File: config.mk
export PLATFORM = sky130hd
export DESIGN_NAME = splc_top
export DESIGN_NICKNAME = d
export VERILOG_FILES = /design/src/shared/splc_pkg.sv /design/src/splc_top.sv
export VERILOG_INCLUDE_DIRS = /design/src /design/src/shared
export SDC_FILE = /design/constraint.sdc
export NUM_CORES = 1
export LEC_CHECK = 0
export BUFFER_PORTS_ARGS = -buffer_cell sky130_fd_sc_hd__buf_2
export CAP_MARGIN = 40
export CORE_UTILIZATION = 30
export DETAILED_ROUTE_END_ITERATION = 8
export PLACE_DENSITY = 0.63
export SYNTH_ARGS = -nofsm -noshare
export SYNTH_HDL_FRONTEND = slang
export SYNTH_SLANG_ARGS = --single-unit
File: constraint.sdc
create_clock -name CLK_I -period 3.72 [get_ports CLK_I]
set_clock_uncertainty 0.2 [all_clocks]
set_input_delay 0.186 -clock CLK_I [delete_from_list [all_inputs] [get_ports CLK_I]]
set_output_delay 0.186 -clock CLK_I [all_outputs]
set_load 0.05 [all_outputs]
File: src/shared/splc_consts.svh
// Constants of the stack pointer limit checker: offsets, resets, floor, fields.
// Assumes a 16-bit word data space and AXI4-Lite register access.
//
// Function
// - Working register fifteen is the pointer for every hardware stack op.
// - Pointer always addresses next unused word; stack grows upward.
// - Push writes then increments; pop decrements then reads.
// - Call push stores upper PC word with clear high byte.
// - Exception push puts status low byte in upper PC word high byte.
// - Limit register bit 0 reads zero and ignores writes.
// - Limit register is not initialised at reset; undefined until written (here it reads 0000h and is not compared until then).
// - Each address formed from the pointer is compared with the limit.
// - Push at pointer equal to limit passes; the next push traps.
// - Pointer address below the fixed floor raises an underflow trap.
`ifndef SPLC_CONSTS_SVH
`define SPLC_CONSTS_SVH

// Printed offsets are word indices; byte address is four times the index
`define SPLC_IDX_SP        8'h1E
`define SPLC_IDX_LIMIT     8'h20
`define SPLC_IDX_INT_STAT  8'h40
`define SPLC_IDX_INT_CLR   8'h41
`define SPLC_IDX_INT_EN    8'h42
`define SPLC_IDX_TRAP      8'h43

// Reset values
`define SPLC_RST_SP        16'h0800
`define SPLC_RST_LIMIT     16'h0000
`define SPLC_RST_INT_EN    2'h0

// Fixed floor that keeps the stack out of special register space
`define SPLC_FLOOR         16'h0800

// Field positions of status, clear, enable and trap cause
`define SPLC_BIT_OVF       0
`define SPLC_BIT_UNF       1

// Stack step in bytes (one word)
`define SPLC_STEP          16'h0002

// AXI responses
`define SPLC_RESP_OKAY     2'h0
`define SPLC_RESP_SLVERR   2'h2

`endif

File: src/shared/splc_pkg.sv
// Types of the stack pointer limit checker.
// Assumes splc_consts.svh supplies the numeric constants.
package splc_pkg;

  // Kind of word being pushed
  typedef enum logic [1:0] {
    SPLC_PUSH_DATA = 2'b00,
    SPLC_PUSH_CALL = 2'b01,
    SPLC_PUSH_EXC  = 2'b10
  } splc_kind_e;

  // Stack request from the core's address generation
  typedef struct packed {
    logic       push;
    logic       pop;
    splc_kind_e kind;
    logic [15:0] wdata;
    logic [7:0] status_low_byte;
  } splc_stk_req_s;

  // Data memory access issued for a stack operation
  typedef struct packed {
    logic        we;
    logic        re;
    logic [15:0] addr;
    logic [15:0] wdata;
  } splc_mem_req_s;

  // Error pair: overflow in bit 0, underflow in bit 1
  typedef logic [1:0] splc_err_t;

endpackage : splc_pkg

File: src/splc_top.sv
// Stack pointer, limit register and stack error trap for a 16-bit core.
// Assumes the core pulses one push or pop per cycle, presents addresses
// formed with the pointer on the check port, and acknowledges traps.
`include "splc_consts.svh"

module splc_top #(
  parameter int ADDR_W = 12
) (
  input  wire logic                  CLK_I,
  input  wire logic                  RSTN_I,
  // AXI4-Lite slave
  input  wire logic [ADDR_W-1:0]     AWADDR_I,
  input  wire logic                  AWVALID_I,
  output logic                       AWREADY_O,
  input  wire logic [31:0]           WDATA_I,
  input  wire logic [3:0]            WSTRB_I,
  input  wire logic                  WVALID_I,
  output logic                       WREADY_O,
  output logic [1:0]                 BRESP_O,
  output logic                       BVALID_O,
  input  wire logic                  BREADY_I,
  input  wire logic [ADDR_W-1:0]     ARADDR_I,
  input  wire logic                  ARVALID_I,
  output logic                       ARREADY_O,
  output logic [31:0]                RDATA_O,
  output logic [1:0]                 RRESP_O,
  output logic                       RVALID_O,
  input  wire logic                  RREADY_I,
  // Core side
  input  wire splc_pkg::splc_stk_req_s STK_REQ_I,
  input  wire logic                  SP_LOAD_I,
  input  wire logic [15:0]           SP_LOAD_DATA_I,
  input  wire logic                  EA_VALID_I,
  input  wire logic [15:0]           EA_I,
  output splc_pkg::splc_mem_req_s    MEM_REQ_O,
  output logic [15:0]                SP_O,
  output logic                       TRAP_REQ_O,
  output splc_pkg::splc_err_t        TRAP_CAUSE_O,
  input  wire logic                  TRAP_ACK_I,
  output logic                       IRQ_O
);

  // -------------------------------------------------------------------
  // Parameter check
  // -------------------------------------------------------------------
  // Highest index 0x43 needs byte address 0x10C
  if (ADDR_W < 9 || ADDR_W > 32) begin : g_bad_addr_w
    $error("splc_top: ADDR_W must be 9 to 32");
  end

  // -------------------------------------------------------------------
  // Helpers
  // -------------------------------------------------------------------
  // Word index from a byte address
  function automatic logic [7:0] word_idx(input logic [ADDR_W-1:0] a);
    return 8'(32'(a) >> 2);
  endfunction : word_idx
  // Byte-lane merge of a 16-bit register
  function automatic logic [15:0] merge16(input logic [15:0] old,
                                          input logic [31:0] wd,
                                          input logic [3:0] st);
    return {st[1] ? wd[15:8] : old[15:8], st[0] ? wd[7:0] : old[7:0]};
  endfunction : merge16

  // Errors of one address against limit and floor
  function automatic splc_pkg::splc_err_t check_addr(
      input logic [15:0] a, input logic [15:0] lim, input logic lim_ok);
    splc_pkg::splc_err_t e;
    e = '0;
    e[`SPLC_BIT_OVF] = lim_ok && (a > lim);
    e[`SPLC_BIT_UNF] = (a < `SPLC_FLOOR);
    return e;
  endfunction : check_addr

  // -------------------------------------------------------------------
  // AXI4-Lite write channel
  // -------------------------------------------------------------------
  logic              aw_have_q, aw_have_d;
  logic [7:0]        aw_idx_q, aw_idx_d;
  logic              w_have_q, w_have_d;
  logic [31:0]       w_data_q, w_data_d;
  logic [3:0]        w_strb_q, w_strb_d;
  logic              bvalid_q, bvalid_d;
  logic [1:0]        bresp_q, bresp_d;
  logic              wr_fire;
  logic              wr_hit;

  assign AWREADY_O = !aw_have_q && !bvalid_q;
  assign WREADY_O  = !w_have_q && !bvalid_q;
  assign wr_fire   = aw_have_q && w_have_q && !bvalid_q;
  assign BVALID_O  = bvalid_q;
  assign BRESP_O   = bresp_q;

  // Address and data taken in either order, answered once both are in
  always_comb begin
    aw_have_d = aw_have_q;
    aw_idx_d  = aw_idx_q;
    w_have_d  = w_have_q;
    w_data_d  = w_data_q;
    w_strb_d  = w_strb_q;
    bvalid_d  = bvalid_q;
    bresp_d   = bresp_q;
    if (AWVALID_I && AWREADY_O) begin
      aw_have_d = 1'b1;
      aw_idx_d  = word_idx(AWADDR_I);
    end
    if (WVALID_I && WREADY_O) begin
      w_have_d = 1'b1;
      w_data_d = WDATA_I;
      w_strb_d = WSTRB_I;
    end
    if (wr_fire) begin
      aw_have_d = 1'b0;
      w_have_d  = 1'b0;
      bvalid_d  = 1'b1;
      bresp_d   = wr_hit ? `SPLC_RESP_OKAY : `SPLC_RESP_SLVERR;
    end else if (bvalid_q && BREADY_I) begin
      bvalid_d = 1'b0;
    end
  end

  always_ff @(posedge CLK_I or negedge RSTN_I) begin
    if (!RSTN_I) begin
      aw_have_q <= 1'b0;
      aw_idx_q  <= 8'h00;
      w_have_q  <= 1'b0;
      w_data_q  <= 32'h0000_0000;
      w_strb_q  <= 4'h0;
      bvalid_q  <= 1'b0;
      bresp_q   <= `SPLC_RESP_OKAY;
    end else begin
      aw_have_q <= aw_have_d;
      aw_idx_q  <= aw_idx_d;
      w_have_q  <= w_have_d;
      w_data_q  <= w_data_d;
      w_strb_q  <= w_strb_d;
      bvalid_q  <= bvalid_d;
      bresp_q   <= bresp_d;
    end
  end
  // Register write strobes; any other index answers with an error
  logic wr_sp, wr_lim, wr_clr, wr_en;
  assign wr_sp  = wr_fire && (aw_idx_q == `SPLC_IDX_SP);
  assign wr_lim = wr_fire && (aw_idx_q == `SPLC_IDX_LIMIT);
  assign wr_clr = wr_fire && (aw_idx_q == `SPLC_IDX_INT_CLR);
  assign wr_en  = wr_fire && (aw_idx_q == `SPLC_IDX_INT_EN);
  assign wr_hit = wr_sp || wr_lim || wr_clr || wr_en;

  // -------------------------------------------------------------------
  // Limit register
  // -------------------------------------------------------------------
  // No reset on the value itself; a valid flag keeps the overflow
  // compare and the read port quiet until software has loaded it.
  logic [15:0] lim_q, lim_d;
  logic        lim_ok_q, lim_ok_d;
  always_comb begin
    lim_d    = lim_q;
    lim_ok_d = lim_ok_q;
    if (wr_lim) begin
      lim_d    = merge16(lim_q, w_data_q, w_strb_q);
      lim_d[0] = 1'b0;
      lim_ok_d = 1'b1;
    end
  end

  // Value flop without reset: contents undefined until written
  always_ff @(posedge CLK_I) begin
    lim_q <= lim_d;
  end

  // New limit is compared from the next cycle on
  always_ff @(posedge CLK_I or negedge RSTN_I) begin
    if (!RSTN_I) begin
      lim_ok_q <= 1'b0;
    end else begin
      lim_ok_q <= lim_ok_d;
    end
  end

  // -------------------------------------------------------------------
  // Stack pointer and stack memory requests
  // -------------------------------------------------------------------
  logic [15:0]             sp_q, sp_d;
  splc_pkg::splc_mem_req_s mem_q, mem_d;
  splc_pkg::splc_err_t     op_err;
  logic                    op_chk;
  logic [15:0]             op_addr;
  // Core load beats push, push beats pop, bus write comes last
  always_comb begin
    sp_d    = sp_q;
    mem_d   = '0;
    op_chk  = 1'b0;
    op_addr = sp_q;
    if (SP_LOAD_I) begin
      sp_d    = {SP_LOAD_DATA_I[15:1], 1'b0};
      op_chk  = 1'b1;
      op_addr = sp_d;
    end else if (STK_REQ_I.push) begin
      mem_d.we   = 1'b1;
      mem_d.addr = sp_q;
      sp_d       = sp_q + `SPLC_STEP;
      op_chk     = 1'b1;
      op_addr    = sp_q;
      case (STK_REQ_I.kind)
        splc_pkg::SPLC_PUSH_CALL:
          mem_d.wdata = {8'h00, STK_REQ_I.wdata[7:0]};
        splc_pkg::SPLC_PUSH_EXC:
          mem_d.wdata = {STK_REQ_I.status_low_byte, STK_REQ_I.wdata[7:0]};
        default: mem_d.wdata = STK_REQ_I.wdata;
      endcase
    end else if (STK_REQ_I.pop) begin
      sp_d       = sp_q - `SPLC_STEP;
      mem_d.re   = 1'b1;
      mem_d.addr = sp_d;
      op_chk     = 1'b1;
      op_addr    = sp_d;
    end else if (wr_sp) begin
      sp_d    = merge16(sp_q, w_data_q, w_strb_q);
      sp_d[0] = 1'b0;
      op_chk  = 1'b1;
      op_addr = sp_d;
    end
  end

  // Errors of the own stack operation or pointer load
  assign op_err = op_chk ? check_addr(op_addr, lim_q, lim_ok_q) : '0;

  always_ff @(posedge CLK_I or negedge RSTN_I) begin
    if (!RSTN_I) begin
      sp_q  <= `SPLC_RST_SP;
      mem_q <= '0;
    end else begin
      sp_q  <= sp_d;
      mem_q <= mem_d;
    end
  end
  assign SP_O      = sp_q;
  assign MEM_REQ_O = mem_q;

  // -------------------------------------------------------------------
  // Effective address check
  // -------------------------------------------------------------------
  // Addresses the core forms itself with the pointer as base
  splc_pkg::splc_err_t ea_err;
  splc_pkg::splc_err_t new_err;
  assign ea_err  = EA_VALID_I ? check_addr(EA_I, lim_q, lim_ok_q)
                              : '0;
  assign new_err = ea_err | op_err;

  // -------------------------------------------------------------------
  // Trap request
  // -------------------------------------------------------------------
  logic                trap_q, trap_d;
  splc_pkg::splc_err_t cause_q, cause_d;
  // A fresh error in the acknowledge cycle keeps the request standing
  always_comb begin
    trap_d  = trap_q;
    cause_d = cause_q;
    if (TRAP_ACK_I && trap_q) begin
      trap_d  = 1'b0;
      cause_d = '0;
    end
    if (|new_err) begin
      trap_d  = 1'b1;
      cause_d = cause_d | new_err;
    end
  end

  always_ff @(posedge CLK_I or negedge RSTN_I) begin
    if (!RSTN_I) begin
      trap_q  <= 1'b0;
      cause_q <= '0;
    end else begin
      trap_q  <= trap_d;
      cause_q <= cause_d;
    end
  end
  assign TRAP_REQ_O   = trap_q;
  assign TRAP_CAUSE_O = cause_q;

  // -------------------------------------------------------------------
  // Interrupt status, clear and enable
  // -------------------------------------------------------------------
  splc_pkg::splc_err_t ist_q, ist_d;
  splc_pkg::splc_err_t ien_q, ien_d;
  // Set wins over a clear in the same cycle so no event is lost
  always_comb begin
    ist_d = ist_q & ~((wr_clr && w_strb_q[0]) ? w_data_q[1:0] : 2'h0);
    ist_d = ist_d | new_err;
    ien_d = (wr_en && w_strb_q[0]) ? w_data_q[1:0] : ien_q;
  end

  always_ff @(posedge CLK_I or negedge RSTN_I) begin
    if (!RSTN_I) begin
      ist_q <= '0;
      ien_q <= `SPLC_RST_INT_EN;
    end else begin
      ist_q <= ist_d;
      ien_q <= ien_d;
    end
  end
  assign IRQ_O = |(ist_q & ien_q);

  // -------------------------------------------------------------------
  // AXI4-Lite read channel
  // -------------------------------------------------------------------
  logic        rvalid_q, rvalid_d;
  logic [31:0] rdata_q, rdata_d;
  logic [1:0]  rresp_q, rresp_d;
  logic [7:0]  rd_idx;
  logic [15:0] rd_val;
  logic        rd_hit;
  assign ARREADY_O = !rvalid_q;
  assign rd_idx    = word_idx(ARADDR_I);

  // Read decode; write-only clear reads zero
  always_comb begin
    rd_hit = 1'b1;
    if (rd_idx == `SPLC_IDX_SP) begin
      rd_val = sp_q;
    end else if (rd_idx == `SPLC_IDX_LIMIT) begin
      rd_val = lim_ok_q ? lim_q : `SPLC_RST_LIMIT;
    end else if (rd_idx == `SPLC_IDX_INT_STAT) begin
      rd_val = {14'h0000, ist_q};
    end else if (rd_idx == `SPLC_IDX_INT_CLR) begin
      rd_val = 16'h0000;
    end else if (rd_idx == `SPLC_IDX_INT_EN) begin
      rd_val = {14'h0000, ien_q};
    end else if (rd_idx == `SPLC_IDX_TRAP) begin
      rd_val = {trap_q, 13'h0000, cause_q};
    end else begin
      rd_val = 16'h0000;
      rd_hit = 1'b0;
    end
  end

  always_comb begin
    rvalid_d = rvalid_q;
    rdata_d  = rdata_q;
    rresp_d  = rresp_q;
    if (ARVALID_I && ARREADY_O) begin
      rvalid_d = 1'b1;
      rdata_d  = {16'h0000, rd_val};
      rresp_d  = rd_hit ? `SPLC_RESP_OKAY : `SPLC_RESP_SLVERR;
    end else if (rvalid_q && RREADY_I) begin
      rvalid_d = 1'b0;
    end
  end

  always_ff @(posedge CLK_I or negedge RSTN_I) begin
    if (!RSTN_I) begin
      rvalid_q <= 1'b0;
      rdata_q  <= 32'h0000_0000;
      rresp_q  <= `SPLC_RESP_OKAY;
    end else begin
      rvalid_q <= rvalid_d;
      rdata_q  <= rdata_d;
      rresp_q  <= rresp_d;
    end
  end
  assign RVALID_O = rvalid_q;
  assign RDATA_O  = rdata_q;
  assign RRESP_O  = rresp_q;

endmodule : splc_top

# Yosys cells after proc, flatten, opt, wreduce, memory -nomap -nowiden
# Cells that the tools add are included.
# word_totals
latchBits	0
wordCells	129
register_bits	123
out_inout_bits	95
in_bits	130
memories	0
mem_bits_ro	0
ramBits	0
# op_classes
muxes	49
bitwise	6
magnitude_cmp	4
div_mod_pow	0
mul	0
n_reduce_logical	34
eq_ne	12
n_shift	0
n_addsub	2
# ops
cell	count
$mux 16	15
$eq 8x7->1 const B	6
$mux 34	1
$gt 16x16->1	2
$lt 16x12->1 const B	2
$pmux 16 s2	1
$mux 1	22
$logic_and 1x1->1	18
$mux 17	1
$add 16x2->16 const B	1
$eq 8x5->1 const B	2
$eq 8x6->1 const B	2
$mux 8	2
$sub 16x2->16 const B	1
$mux 2	7
$reduce_bool 2->1	5
$or 2x2->2	3
$and 2x2->2	2
$logic_not 1->1	4
$reduce_and 2->1	2
$reduce_or 2->1	2
$logic_or 1x1->1	3
$eq 2x1->1 const B	1
$eq 2x2->1 const B	1
$not 2->2	1

# Depth between registers and ports, before layout
# Gate-level depths: netlist of run 1.
# depth
word_depth	13
depth_mapped	16
mapped_depth_nobuf	15

# Worst setup path after synthesis of run 1
# OpenSTA, ideal clock, no wires.
# synth_path
kind	register to register
startpoint	register sp_q[1], in the netlist SP_O[1]
endpoint	register trap_q, in the netlist TRAP_REQ_O
t_arrival_ps	3455
n_path_buf	1
path_stages_with_launch	17
setup_slack_ps	-76
period_less_slack_ps	3796
setup_time_ps	140
t_required_ps	3380
cell_sequence	dfrtp_1 clkbuf_1 inv_1 ha_1 or3b_1 or3_1 xor2_1 nand2_1 a21oi_1 o31ai_1 ha_1 nand3_1 nor2_1 nand2_1 o221a_2 a221oi_1 o211ai_1
# synth_between
elab_chain_cells	11
elab_cells_between_ends	14
cone_classes	add/sub: 1; order compare: 2; mux: 7; bitwise: 1; reduce/logical: 3
# synth_lines
element	line_no	source
start: declaration	splc_top.sv:183	logic [15:0] sp_q, sp_d;
start signal: assignment	splc_top.sv:230	sp_q <= `SPLC_RST_SP;
start signal: assignment	splc_top.sv:233	sp_q <= sp_d;
branches (longest 3 deep; another with $sub 16x2->16)	n/a	
$mux 16 *	splc_top.sv:198	end else if (STK_REQ_I.push) begin
$mux 16 *	splc_top.sv:194	if (SP_LOAD_I) begin
$gt 16x16->1	splc_top.sv:70	e[`SPLC_BIT_OVF] = lim_ok && (a > lim);
$logic_and 1x1->1	splc_top.sv:70	
$mux 2 *	splc_top.sv:226	assign op_err = op_chk ? check_addr(op_addr, lim_q, lim_ok_q) : '0;
$or 2x2->2 *	splc_top.sv:248	assign new_err = ea_err | op_err;
$reduce_or 2->1 *	splc_top.sv:263	if (|new_err) begin
$mux 1 or $reduce_bool 2->1 (tied branches)	n/a	
end signal: assignment	splc_top.sv:274	trap_q <= trap_d;
end: declaration	splc_top.sv:253	logic trap_q, trap_d;
# Mark *: on every way between the ends.
# A chain may end at the register's enable or synchronous reset.

# Final worst setup path of run 1
# layout_path
startpoint	register sp_q[2], in the netlist SP_O[2]
endpoint	register trap_q, in the netlist TRAP_REQ_O
# The elaborated chain is that of the path after synthesis.

==> flow_metrics.py, run 1 <==
metrics = {
    "critical_path": {
        "crit_type": "flip-flop to flip-flop",
        "crit_path_end_kind": "flip-flop",
        "cp-start-kind": "flip-flop",
        "crit_fanout": 6,
        "worst_ep_required_time_ns": 3.80,
        "cp.arrival_ns": 3.70,
        "r2r_setup_slack_ns": 0.10,
        "cp-startpoint": "SP_O[2]",
        "worstReg2RegStart": "SP_O[2]",
    },
    "synthesis": {
        "async_reset_ff_share_pct": 87.6,
        "syn_avg_cell_area_um2": 9.45,
        "yosysMostFrequentCell": "dfrtp_1",
        "ys_seq_area_share_pct": 43.8,
        "syn_inst": 751,
        "synth_edf_count": 15,
        "synth_commonest_cells": "dfrtp_1 (105), nor2_1 (75), nand2_1 (59)",
        "yosysTopAreaCellShare_pct": 37.0,
        "synth_area_um2": 7090,
        "ys.flop_type": "dfrtp_1",
        "synth_seq_cells": 121,
        "synth_warnings": 0,
        "synth_area_leaders": "dfrtp_1 (37%), edfxtp_1 (6.3%), ha_1 (5.8%)",
        "synth.distinct_cells": 70,
        "yosys.area.top_type": "dfrtp_1",
    },
    "detailed_routing": {
        "initialDrtViolationCount": 391,
        "final_antenna_net_count": 0,
        "avgRoutedWirePerCell_um": 16.7,
        "vias_per_cell": 4.95,
        "drc_errors": 0,
        "wl_um": 22800,
        "dr_total_vias": 6752,
        "dr.pass1.iters": 6,
    },
    "die": {
        "die_y_um": 156,
        "coreArea_um2": 22900,
        "die-width_um": 156,
        "io_pins": 225,
        "dieArea_um2": 24300,
        "rows": 55,
        "start_util_pct": 31.0,
    },
    "timing": {
        "fin_ws_ns": 0.105,
        "relSlewSlack_pct": 51.3,
        "drv_slew": 0,
        "clock.fmax_mhz": 277,
        "setup_viol": 0,
        "final.min_clock_period_ns": 3.62,
        "worstMarginPinSlew_ns": 0.727,
        "hold_viol": 0,
        "final.period_utilization_pct": 97.2,
        "setup_tns_ns": 0,
    },
    "clocking": {
        "cts_tree": "built",
        "clock_latency_ns": 0.41,
        "h-tree-depth": 4,
        "clk_pin_slew_ns": 0.06,
        "cts_sinks": 121,
        "cts_buffers": 17,
        "clock_path_buffers": 2,
        "cts_root_buf": "clkbuf_16",
    },
    "final_layout": {
        "regArea_um2": 3110,
        "final_nets": 1201,
        "fin_cells": 1364,
        "area_growth_pct": 41.8,
        "utilization_pct": 43.9,
        "layout-drive-gt1-share_pct": 33.7,
        "diodes": 0,
        "multi_input_area_um2": 3700,
        "fillCellCount": 2244,
    },
    "global_route": {
        "gr-total-overflow": 0,
        "grt.total_usage_pct": 19.4,
        "antenna_found_initial": 0,
        "grt_pass1_wl_um": 36200,
        "grt_pass1_vias": 6695,
        "grt_max_degree": 51,
    },
    "power_and_ir_drop": {
        "p_leak_uw": 0.00467,
        "p_per_area_nw_per_um2": 532,
        "max-vdd-ir-drop_mv": 0.480,
    },
    "flow_run": {
        "max_cap_violations": 0,
    },
    "placement": {
        "dp_hpwl_um": 17100,
        "dpl_worst_slack_ns": 0.0362,
        "place_inst": 1254,
        "routabilityCongestion": 0.881,
        "portBuffers": 179,
    },
    "hold_path": {
        "hp-class": "primary input to flip-flop",
        "min_from": "STK_REQ_I[27]",
    },
    "run_status": {
        "status": "complete, no violations",
    },
}
layout make-up:
class / instances / share of cell area [%]
Clock buffer: 17 / 4.23
Inverter: 31 / 1.16
Timing Repair Buffer: 319 / 21.5
Multi-Input combinational cell: 548 / 36.7
Clock inverter: 15 / 1.53
Tap cell: 313 / 3.89
Sequential cell: 121 / 30.9
worst paths after layout:
| check | end | cells after the start |
|---|---|---|
| min reg2reg | lim_q[7] | 0 |
| max reg2reg | TRAP_REQ_O | 15 |
| min | SP_O[12] | 3 |
| max | TRAP_REQ_O | 15 |
| min in group asynchronous | RDATA_O[7] | 3 |
| max in group asynchronous | SP_O[1] | 3 |
worst max-delay path, cell delays in order, from the launching register on:
cell,delay (ns)
dfrtp_2,0.41
buf_4,0.14
or4_4,0.58
buf_4,0.18
nor3_4,0.15
xnor2_1,0.14
mux2i_1,0.12
mux2i_1,0.19
o21ai_2,0.10
ha_1,0.32
nand4_1,0.10
nor2_2,0.16
nand2_1,0.12
o221a_4,0.26
a221oi_2,0.20
o211ai_1,0.12
sequential cells by signal, summed over array words and instances (netlist names):
name	count
BRESP_O	1
BVALID_O	1
MEM_REQ_O	34
RDATA_O	16
RRESP_O	1
RVALID_O	1
SP_O	16
TRAP_CAUSE_O	2
TRAP_REQ_O	1
aw_have_q	1
aw_idx_q	8
ien_q	2
ist_q	2
lim_ok_q	1
lim_q	15
w_data_q	16
w_have_q	1
w_strb_q	2
metrics by stage:
step | hold WS (ns) | total power, µW | area (µm²)
3_3_place_gp | 0.146 | 3590 | 8540
5_1_grt | 0.0517 | 5640 | 10100
4_1_cts | 0.00346 | 5370 | 9940
6_report | 0.0438 | 5350 | 10100
2_1_floorplan | -0.310 | 3060 | 7160
3_5_place_dp | -0.127 | 3640 | 8590
report_power, final:
| group | total, µW | internal, µW | leakage [µW] | switching (µW) |
|---|---|---|---|---|
| Clock | 1630 | 947 | 0.000283 | 687 |
| Combinational | 1810 | 694 | 0.00294 | 1110 |
| Sequential | 1910 | 1650 | 0.00144 | 261 |
| Total | 5350 | 3290 | 0.00467 | 2060 |
per-layer routing:
metal | up-vias | track usage, % | wire (µm)
li1 | 3263 | - | -
met1 | 3250 | 24.5 | 9670
met2 | 211 | 33.1 | 11400
met3 | 28 | 4.28 | 1340
met4 | 0 | 5.42 | 434
met5 | - | 0 | 0
layout by cell type, fill, tap and decap left out, drive strengths merged, types with 12 or more instances in the layout:
cell type,instances
a21oi,56
a22oi,20
and2,13
buf,242
clkbuf,17
conb,18
dfrtp,105
dlygate4sd3,77
edfxtp,15
ha,33
inv,41
mux2,34
mux2i,12
nand2,59
nand3,24
nand4,14
nor2,75
nor3,16
o21ai,37
cell families (layout without fill, tap and decap cells):
family / count (synthesis) / after routing / share of synthesized area [%]
buf+inv: 99 / 382 / 6.65
xor+xnor: 14 / 14 / 1.73
mux: 46 / 46 / 7.09
simple gates: 264 / 264 / 19.4
fa+ha+maj: 33 / 33 / 5.82
other cells: 1 / 18 / 0.0529
compound gates: 173 / 173 / 15.5
flops: 121 / 121 / 43.8
what timing repair did:
action,in CTS,in global routing
setup endpoints to repair,0,3
hold buffers,77,0
setup buffers,0,1
resized for setup,0,26
hold endpoints to repair,153,0
(Power assumes the default switching activity.)
==> run 2: changes to the inputs <==
Settings changed: CTS_BUF_LIST from default to sky130_fd_sc_hd__clkbuf_8.
==> flow_metrics.py, run 2 (synthesis gave the netlist of run 1 again) <==
metrics = {
    "critical_path": {
        "r2r_end": "TRAP_REQ_O",
        "worstReg2RegStart": "SP_O[2]",
        "critPathTopFamily": "simple AND/OR/NAND/NOR gates",
        "r2r_cells": 15,
        "cp.arrival_ns": 3.73,
        "cp-start-kind": "flip-flop",
        "crit_type": "flip-flop to flip-flop",
        "cpMostUsedCell": "mux2i_1",
        "crit_path_end_kind": "flip-flop",
        "max_stage_delay_ns": 0.58,
        "crit_chain": "buf_4 -> or4_4 -> buf_6 -> nor3_4 -> xnor2_1 -> mux2i_1 -> mux2i_1 -> o21ai_2 -> ha_1 -> nand4_1 -> nor2_2 -> nand2_2 -> o221a_4 -> a221oi_2 -> o211ai_1",
        "crit_slowest_cell": "or4_4",
        "worst_ep_required_time_ns": 3.85,
        "crit_fanout": 6,
        "worst-path-buf-inv": 2,
        "r2r_setup_slack_ns": 0.12,
    },
    "placement": {
        "dp_hpwl_um": 17100,
        "placed_area_um2": 8590,
        "place_inst": 1254,
        "portBuffers": 179,
        "routabilityCongestion": 0.881,
    },
    "die": {
        "dieArea_um2": 24300,
        "start_util_pct": 31.0,
        "coreArea_um2": 22900,
        "die_y_um": 156,
        "die-width_um": 156,
        "io_pins": 225,
        "rows": 55,
    },
    "power_and_ir_drop": {
        "p_per_area_nw_per_um2": 496,
        "p_leak_uw": 0.00460,
        "max-vdd-ir-drop_mv": 0.479,
    },
    "timing": {
        "setup_tns_ns": 0,
        "worstMarginPinSlew_ns": 0.717,
        "final.period_utilization_pct": 96.7,
        "setup_viol": 0,
        "final.min_clock_period_ns": 3.60,
        "relSlewSlack_pct": 52.0,
        "clock.fmax_mhz": 278,
        "hold_viol": 0,
        "drv_slew": 0,
    },
    "hold_path": {
        "hold_end": "TRAP_CAUSE_O[0]",
        "min_from": "EA_VALID_I",
        "hp-class": "primary input to flip-flop",
        "min_delay_path_depth": 5,
    },
    "clocking": {
        "clock_path_buffers": 2,
        "cts_tree": "built",
        "clock_latency_ns": 0.46,
        "cts_buffers": 17,
        "h-tree-depth": 4,
        "clk_pin_slew_ns": 0.09,
        "cts_sinks": 121,
        "cts_root_buf": "clkbuf_8",
    },
    "global_route": {
        "grt_pass1_vias": 6765,
        "gr-total-overflow": 0,
        "grt_pass1_wl_um": 36300,
        "grt_max_degree": 51,
        "grt.total_usage_pct": 19.5,
        "antenna_found_initial": 0,
    },
    "detailed_routing": {
        "vias_per_cell": 5.00,
        "wl_um": 23000,
        "final_antenna_net_count": 0,
        "dr_total_vias": 6840,
        "initialDrtViolationCount": 398,
        "dr.pass1.iters": 6,
        "avgRoutedWirePerCell_um": 16.8,
        "drc_errors": 0,
    },
    "final_layout": {
        "fin_cells": 1368,
        "fin_area_um2": 9910,
        "final_common_cell": "buf_2",
        "final_nets": 1205,
        "fillCellCount": 2270,
        "area_growth_pct": 39.7,
        "layout-drive-gt1-share_pct": 33.9,
        "largest_reg_flops": 34,
        "most-common-layout-cells": "buf_2 (179), dfrtp_1 (102), dlygate4sd3_1 (79)",
        "diodes": 0,
    },
    "flow_run": {
        "max_cap_violations": 0,
    },
    "run_status": {
        "status": "complete, no violations",
    },
}
## run 2: worst min-delay path, stage by stage
cell and delay (ns):
buf_2 0.12, nand3_1 0.07, a21oi_1 0.06, a21oi_1 0.17, nand2_1 0.07
## run 2: repair_timing
item	4_1_cts	5_1_grt
buffers inserted	0	3
endpoints found under the hold margin	154	0
resized for setup	0	29
hold buffers	79	0
setup endpoints to repair	0	3
## run 2: through the flow
| step | power [µW] | hold slack (ns) | setup slack [ns] | util [%] |
|---|---|---|---|---|
| final | 4920 | 0.0414 | 0.124 | 43.3 |
| after global routing | 5200 | 0.0580 | -0.0314 | 43.3 |
| after CTS | 4930 | 0.0121 | 0.0279 | 42.6 |
| after detailed placement | 3640 | -0.127 | 0.0362 | 37.5 |
| after global placement | 3590 | 0.146 | 0.0680 | 37.3 |
| after floorplan | 3060 | -0.310 | 0.0124 | - |
## run 2: worst max path at each step
stage / end / depth (start not counted) / start / slack, ns
6_report: TRAP_REQ_O / 15 / SP_O[2] / 0.12
3_5_place_dp: TRAP_REQ_O / 15 / SP_O[2] / 0.04
3_3_place_gp: TRAP_REQ_O / 15 / SP_O[2] / 0.07
5_1_grt: TRAP_REQ_O / 16 / SP_O[2] / -0.03
2_1_floorplan: TRAP_REQ_O / 16 / SP_O[1] / 0.01
4_1_cts: TRAP_REQ_O / 15 / SP_O[2] / 0.03
## run 2: routing by layer
| metal | up-vias | global-route usage [%] | share of wire (%) |
|---|---|---|---|
| met4 | 0 | 6.12 | 2.0 |
| met2 | 232 | 33.1 | 49 |
| met5 | - | 0 | 0 |
| met1 | 3309 | 24.2 | 43 |
| met3 | 32 | 4.72 | 6.1 |
| li1 | 3267 | - | - |
## run 2: final cells by class
class	instances	area [µm²]	share of cell area [%]
Tap cell	313	392	3.95
Clock inverter	15	154	1.55
Sequential cell	121	3110	31.4
Clock buffer	17	234	2.36
Timing Repair Buffer	323	2210	22.3
Multi-Input combinational cell	548	3700	37.4
Inverter	31	116	1.17
## run 2: where the power goes
| group | internal (µW) | switching [µW] |
|---|---|---|
| sequential | 1640 | 259 |
| combinational | 700 | 1110 |
| clock | 555 | 646 |
==> run 3: changes to the inputs <==
Settings changed: ABC_AREA from default to 1.
==> flow_metrics.py, run 3 <==
metrics = {
    "global_route": {
        "antenna_found_initial": 1,
        "grt_max_degree": 61,
        "grt_pass1_wl_um": 35500,
        "grt.total_usage_pct": 19.5,
        "grt_pass1_vias": 6693,
        "gr-total-overflow": 0,
    },
    "synthesis": {
        "yosysTopAreaCellShare_pct": 37.3,
        "synth_seq_cells": 121,
        "synth_edf_count": 15,
        "synth_commonest_cells": "nand2_1 (199), dfrtp_1 (105), inv_1 (88)",
        "ys.flop_type": "dfrtp_1",
        "yosysMostFrequentCell": "nand2_1",
        "syn_inst": 858,
        "synth_warnings": 0,
        "synth_area_um2": 7040,
        "async_reset_ff_share_pct": 87.6,
        "yosys.area.top_type": "dfrtp_1",
        "synth_area_leaders": "dfrtp_1 (37%), nand2_1 (11%), edfxtp_1 (6.4%)",
        "syn_avg_cell_area_um2": 8.20,
        "synth.distinct_cells": 50,
        "ys_seq_area_share_pct": 44.1,
    },
    "timing": {
        "final.period_utilization_pct": 90.6,
        "rsz0062_at_grt": "no",
        "relSlewSlack_pct": 45.7,
        "setup_tns_ns": 0,
        "fin_ws_ns": 0.348,
        "setup_viol": 0,
        "final.min_clock_period_ns": 3.37,
        "hold_viol": 0,
        "worstMarginPinSlew_ns": 0.812,
        "drv_slew": 0,
        "clock.fmax_mhz": 297,
    },
    "placement": {
        "portBuffers": 179,
        "placed_area_um2": 8250,
        "place_inst": 1336,
        "routabilityCongestion": 0.929,
        "dp_hpwl_um": 17200,
        "dpl_worst_slack_ns": 0.458,
    },
    "critical_path": {
        "max_stage_delay_ns": 0.47,
        "cp-startpoint": "SP_O[1]",
        "worstReg2RegStart": "SP_O[1]",
        "crit_type": "flip-flop to flip-flop",
        "crit_chain": "inv_2 -> ha_1 -> nand3_4 -> nor2_4 -> xor2_1 -> o21ai_0 -> inv_1 -> o21ai_0 -> nand2_1 -> nand2_1 -> ha_1 -> nand2_1 -> nor2_1 -> nand4_1 -> nor2_1 -> nand3_1 -> nand3_1 -> nand2_1 -> a21boi_1 -> nand3_1",
        "worst-path-buf-inv": 2,
        "crit_path_end_kind": "flip-flop",
        "critPathTopFamily": "simple AND/OR/NAND/NOR gates",
        "worst_ep_required_time_ns": 3.85,
        "crit_fanout": 7,
        "crit_slowest_cell": "dfrtp_1",
        "cp-start-kind": "flip-flop",
        "cpMostUsedCell": "nand2_1",
        "cp.arrival_ns": 3.50,
    },
    "final_layout": {
        "fin_area_um2": 9470,
        "area_growth_pct": 34.6,
        "most-common-layout-cells": "nand2_1 (199), buf_2 (178), dfrtp_1 (105)",
        "layout-drive-gt1-share_pct": 25.3,
        "fin_cells": 1450,
        "final_common_cell": "nand2_1",
        "largest_reg_flops": 34,
        "final_nets": 1286,
        "fillCellCount": 2346,
    },
    "detailed_routing": {
        "vias_per_cell": 4.72,
        "final_antenna_net_count": 0,
        "drc_errors": 0,
        "wl_um": 23000,
        "initialDrtViolationCount": 435,
        "avgRoutedWirePerCell_um": 15.9,
        "dr_total_vias": 6841,
        "dr.pass1.iters": 5,
    },
    "die": {
        "coreArea_um2": 22800,
        "io_pins": 225,
        "dieArea_um2": 24100,
        "rows": 55,
        "die_y_um": 155,
        "start_util_pct": 30.8,
        "die-width_um": 155,
    },
    "clocking": {
        "clock_latency_ns": 0.46,
        "cts-resized-gates": 0,
        "clock_path_buffers": 2,
        "h-tree-depth": 4,
        "ctsHoldBuffers": 81,
        "clk_pin_slew_ns": 0.08,
        "post_cts_buffers": 0,
        "cts_root_buf": "clkbuf_8",
        "cts_sinks": 121,
        "cts_buffers": 17,
        "cts_tree": "built",
    },
    "power_and_ir_drop": {
        "p_total_uw": 4370,
        "max-vdd-ir-drop_mv": 0.482,
        "p_leak_uw": 0.00493,
        "p_per_area_nw_per_um2": 462,
    },
    "hold_path": {
        "hp-class": "primary input to flip-flop",
        "min_from": "ARADDR_I[4]",
    },
    "run_status": {
        "status": "complete, no violations",
    },
    "flow_run": {
        "max_cap_violations": 0,
    },
}
## run 3: layout make-up
| type | count | area, µm² | share of cell area [%] |
|---|---|---|---|
| diodes | 1 | 2.50 | 0.0264 |
| clock buffers | 18 | 248 | 2.62 |
| clock inverters | 14 | 160 | 1.69 |
| inverters | 98 | 368 | 3.88 |
| multi-input cells | 614 | 3390 | 35.8 |
| flip-flops and latches | 121 | 3100 | 32.8 |
| well taps | 313 | 392 | 4.13 |
| repair buffers | 271 | 1810 | 19.1 |
## run 3: worst paths after layout
check,endpoint,slack [ns],cells past startpoint
max reg2reg,TRAP_REQ_O,0.35,20
max in group asynchronous,SP_O[11],2.26,3
max,TRAP_REQ_O,0.35,20
min,RRESP_O[1],0.02,5
min reg2reg,lim_q[15],0.25,0
min in group asynchronous,aw_have_q,0.14,2
## run 3: through the flow
stage               hold slack (ns)  util (%)
detailed placement            0.117      36.1
global placement              0.115      36.0
CTS                         0.00228      41.5
floorplan                    -0.310         -
finish                       0.0161      41.5
global route                 0.0187      41.5
## run 3: per-layer routing
layer  vias to the layer above  global-route usage, %  part of all wire [%]
met2                       255                   31.4                    46
met5                         -                      0                     0
li1                       3345                      -                     -
met4                         0                   8.40                   3.0
met1                      3199                   25.2                    45
met3                        42                   3.98                   5.9
## run 3: worst register-to-register path, stage by stage, from the launching register on
cell,delay [ns]
dfrtp_1,0.47
inv_2,0.17
ha_1,0.27
nand3_4,0.14
nor2_4,0.19
xor2_1,0.15
o21ai_0,0.09
inv_1,0.09
o21ai_0,0.11
nand2_1,0.08
nand2_1,0.06
ha_1,0.29
nand2_1,0.07
nor2_1,0.17
nand4_1,0.11
nor2_1,0.12
nand3_1,0.09
nand3_1,0.09
nand2_1,0.08
a21boi_1,0.13
nand3_1,0.08
## run 3: kinds of logic after synthesis
family	Yosys count	synth area share (%)
simple gates	401	26.5
compound gates	141	11.7
buf+inv	140	8.69
flops	121	44.1
fa+ha+maj	33	5.87
mux	14	2.24
xor+xnor	7	0.871
other cells	1	0.0533
## run 3: power breakdown
group	internal (µW)	switching [µW]
Sequential	1580	204
Combinational	439	895
Clock	675	577
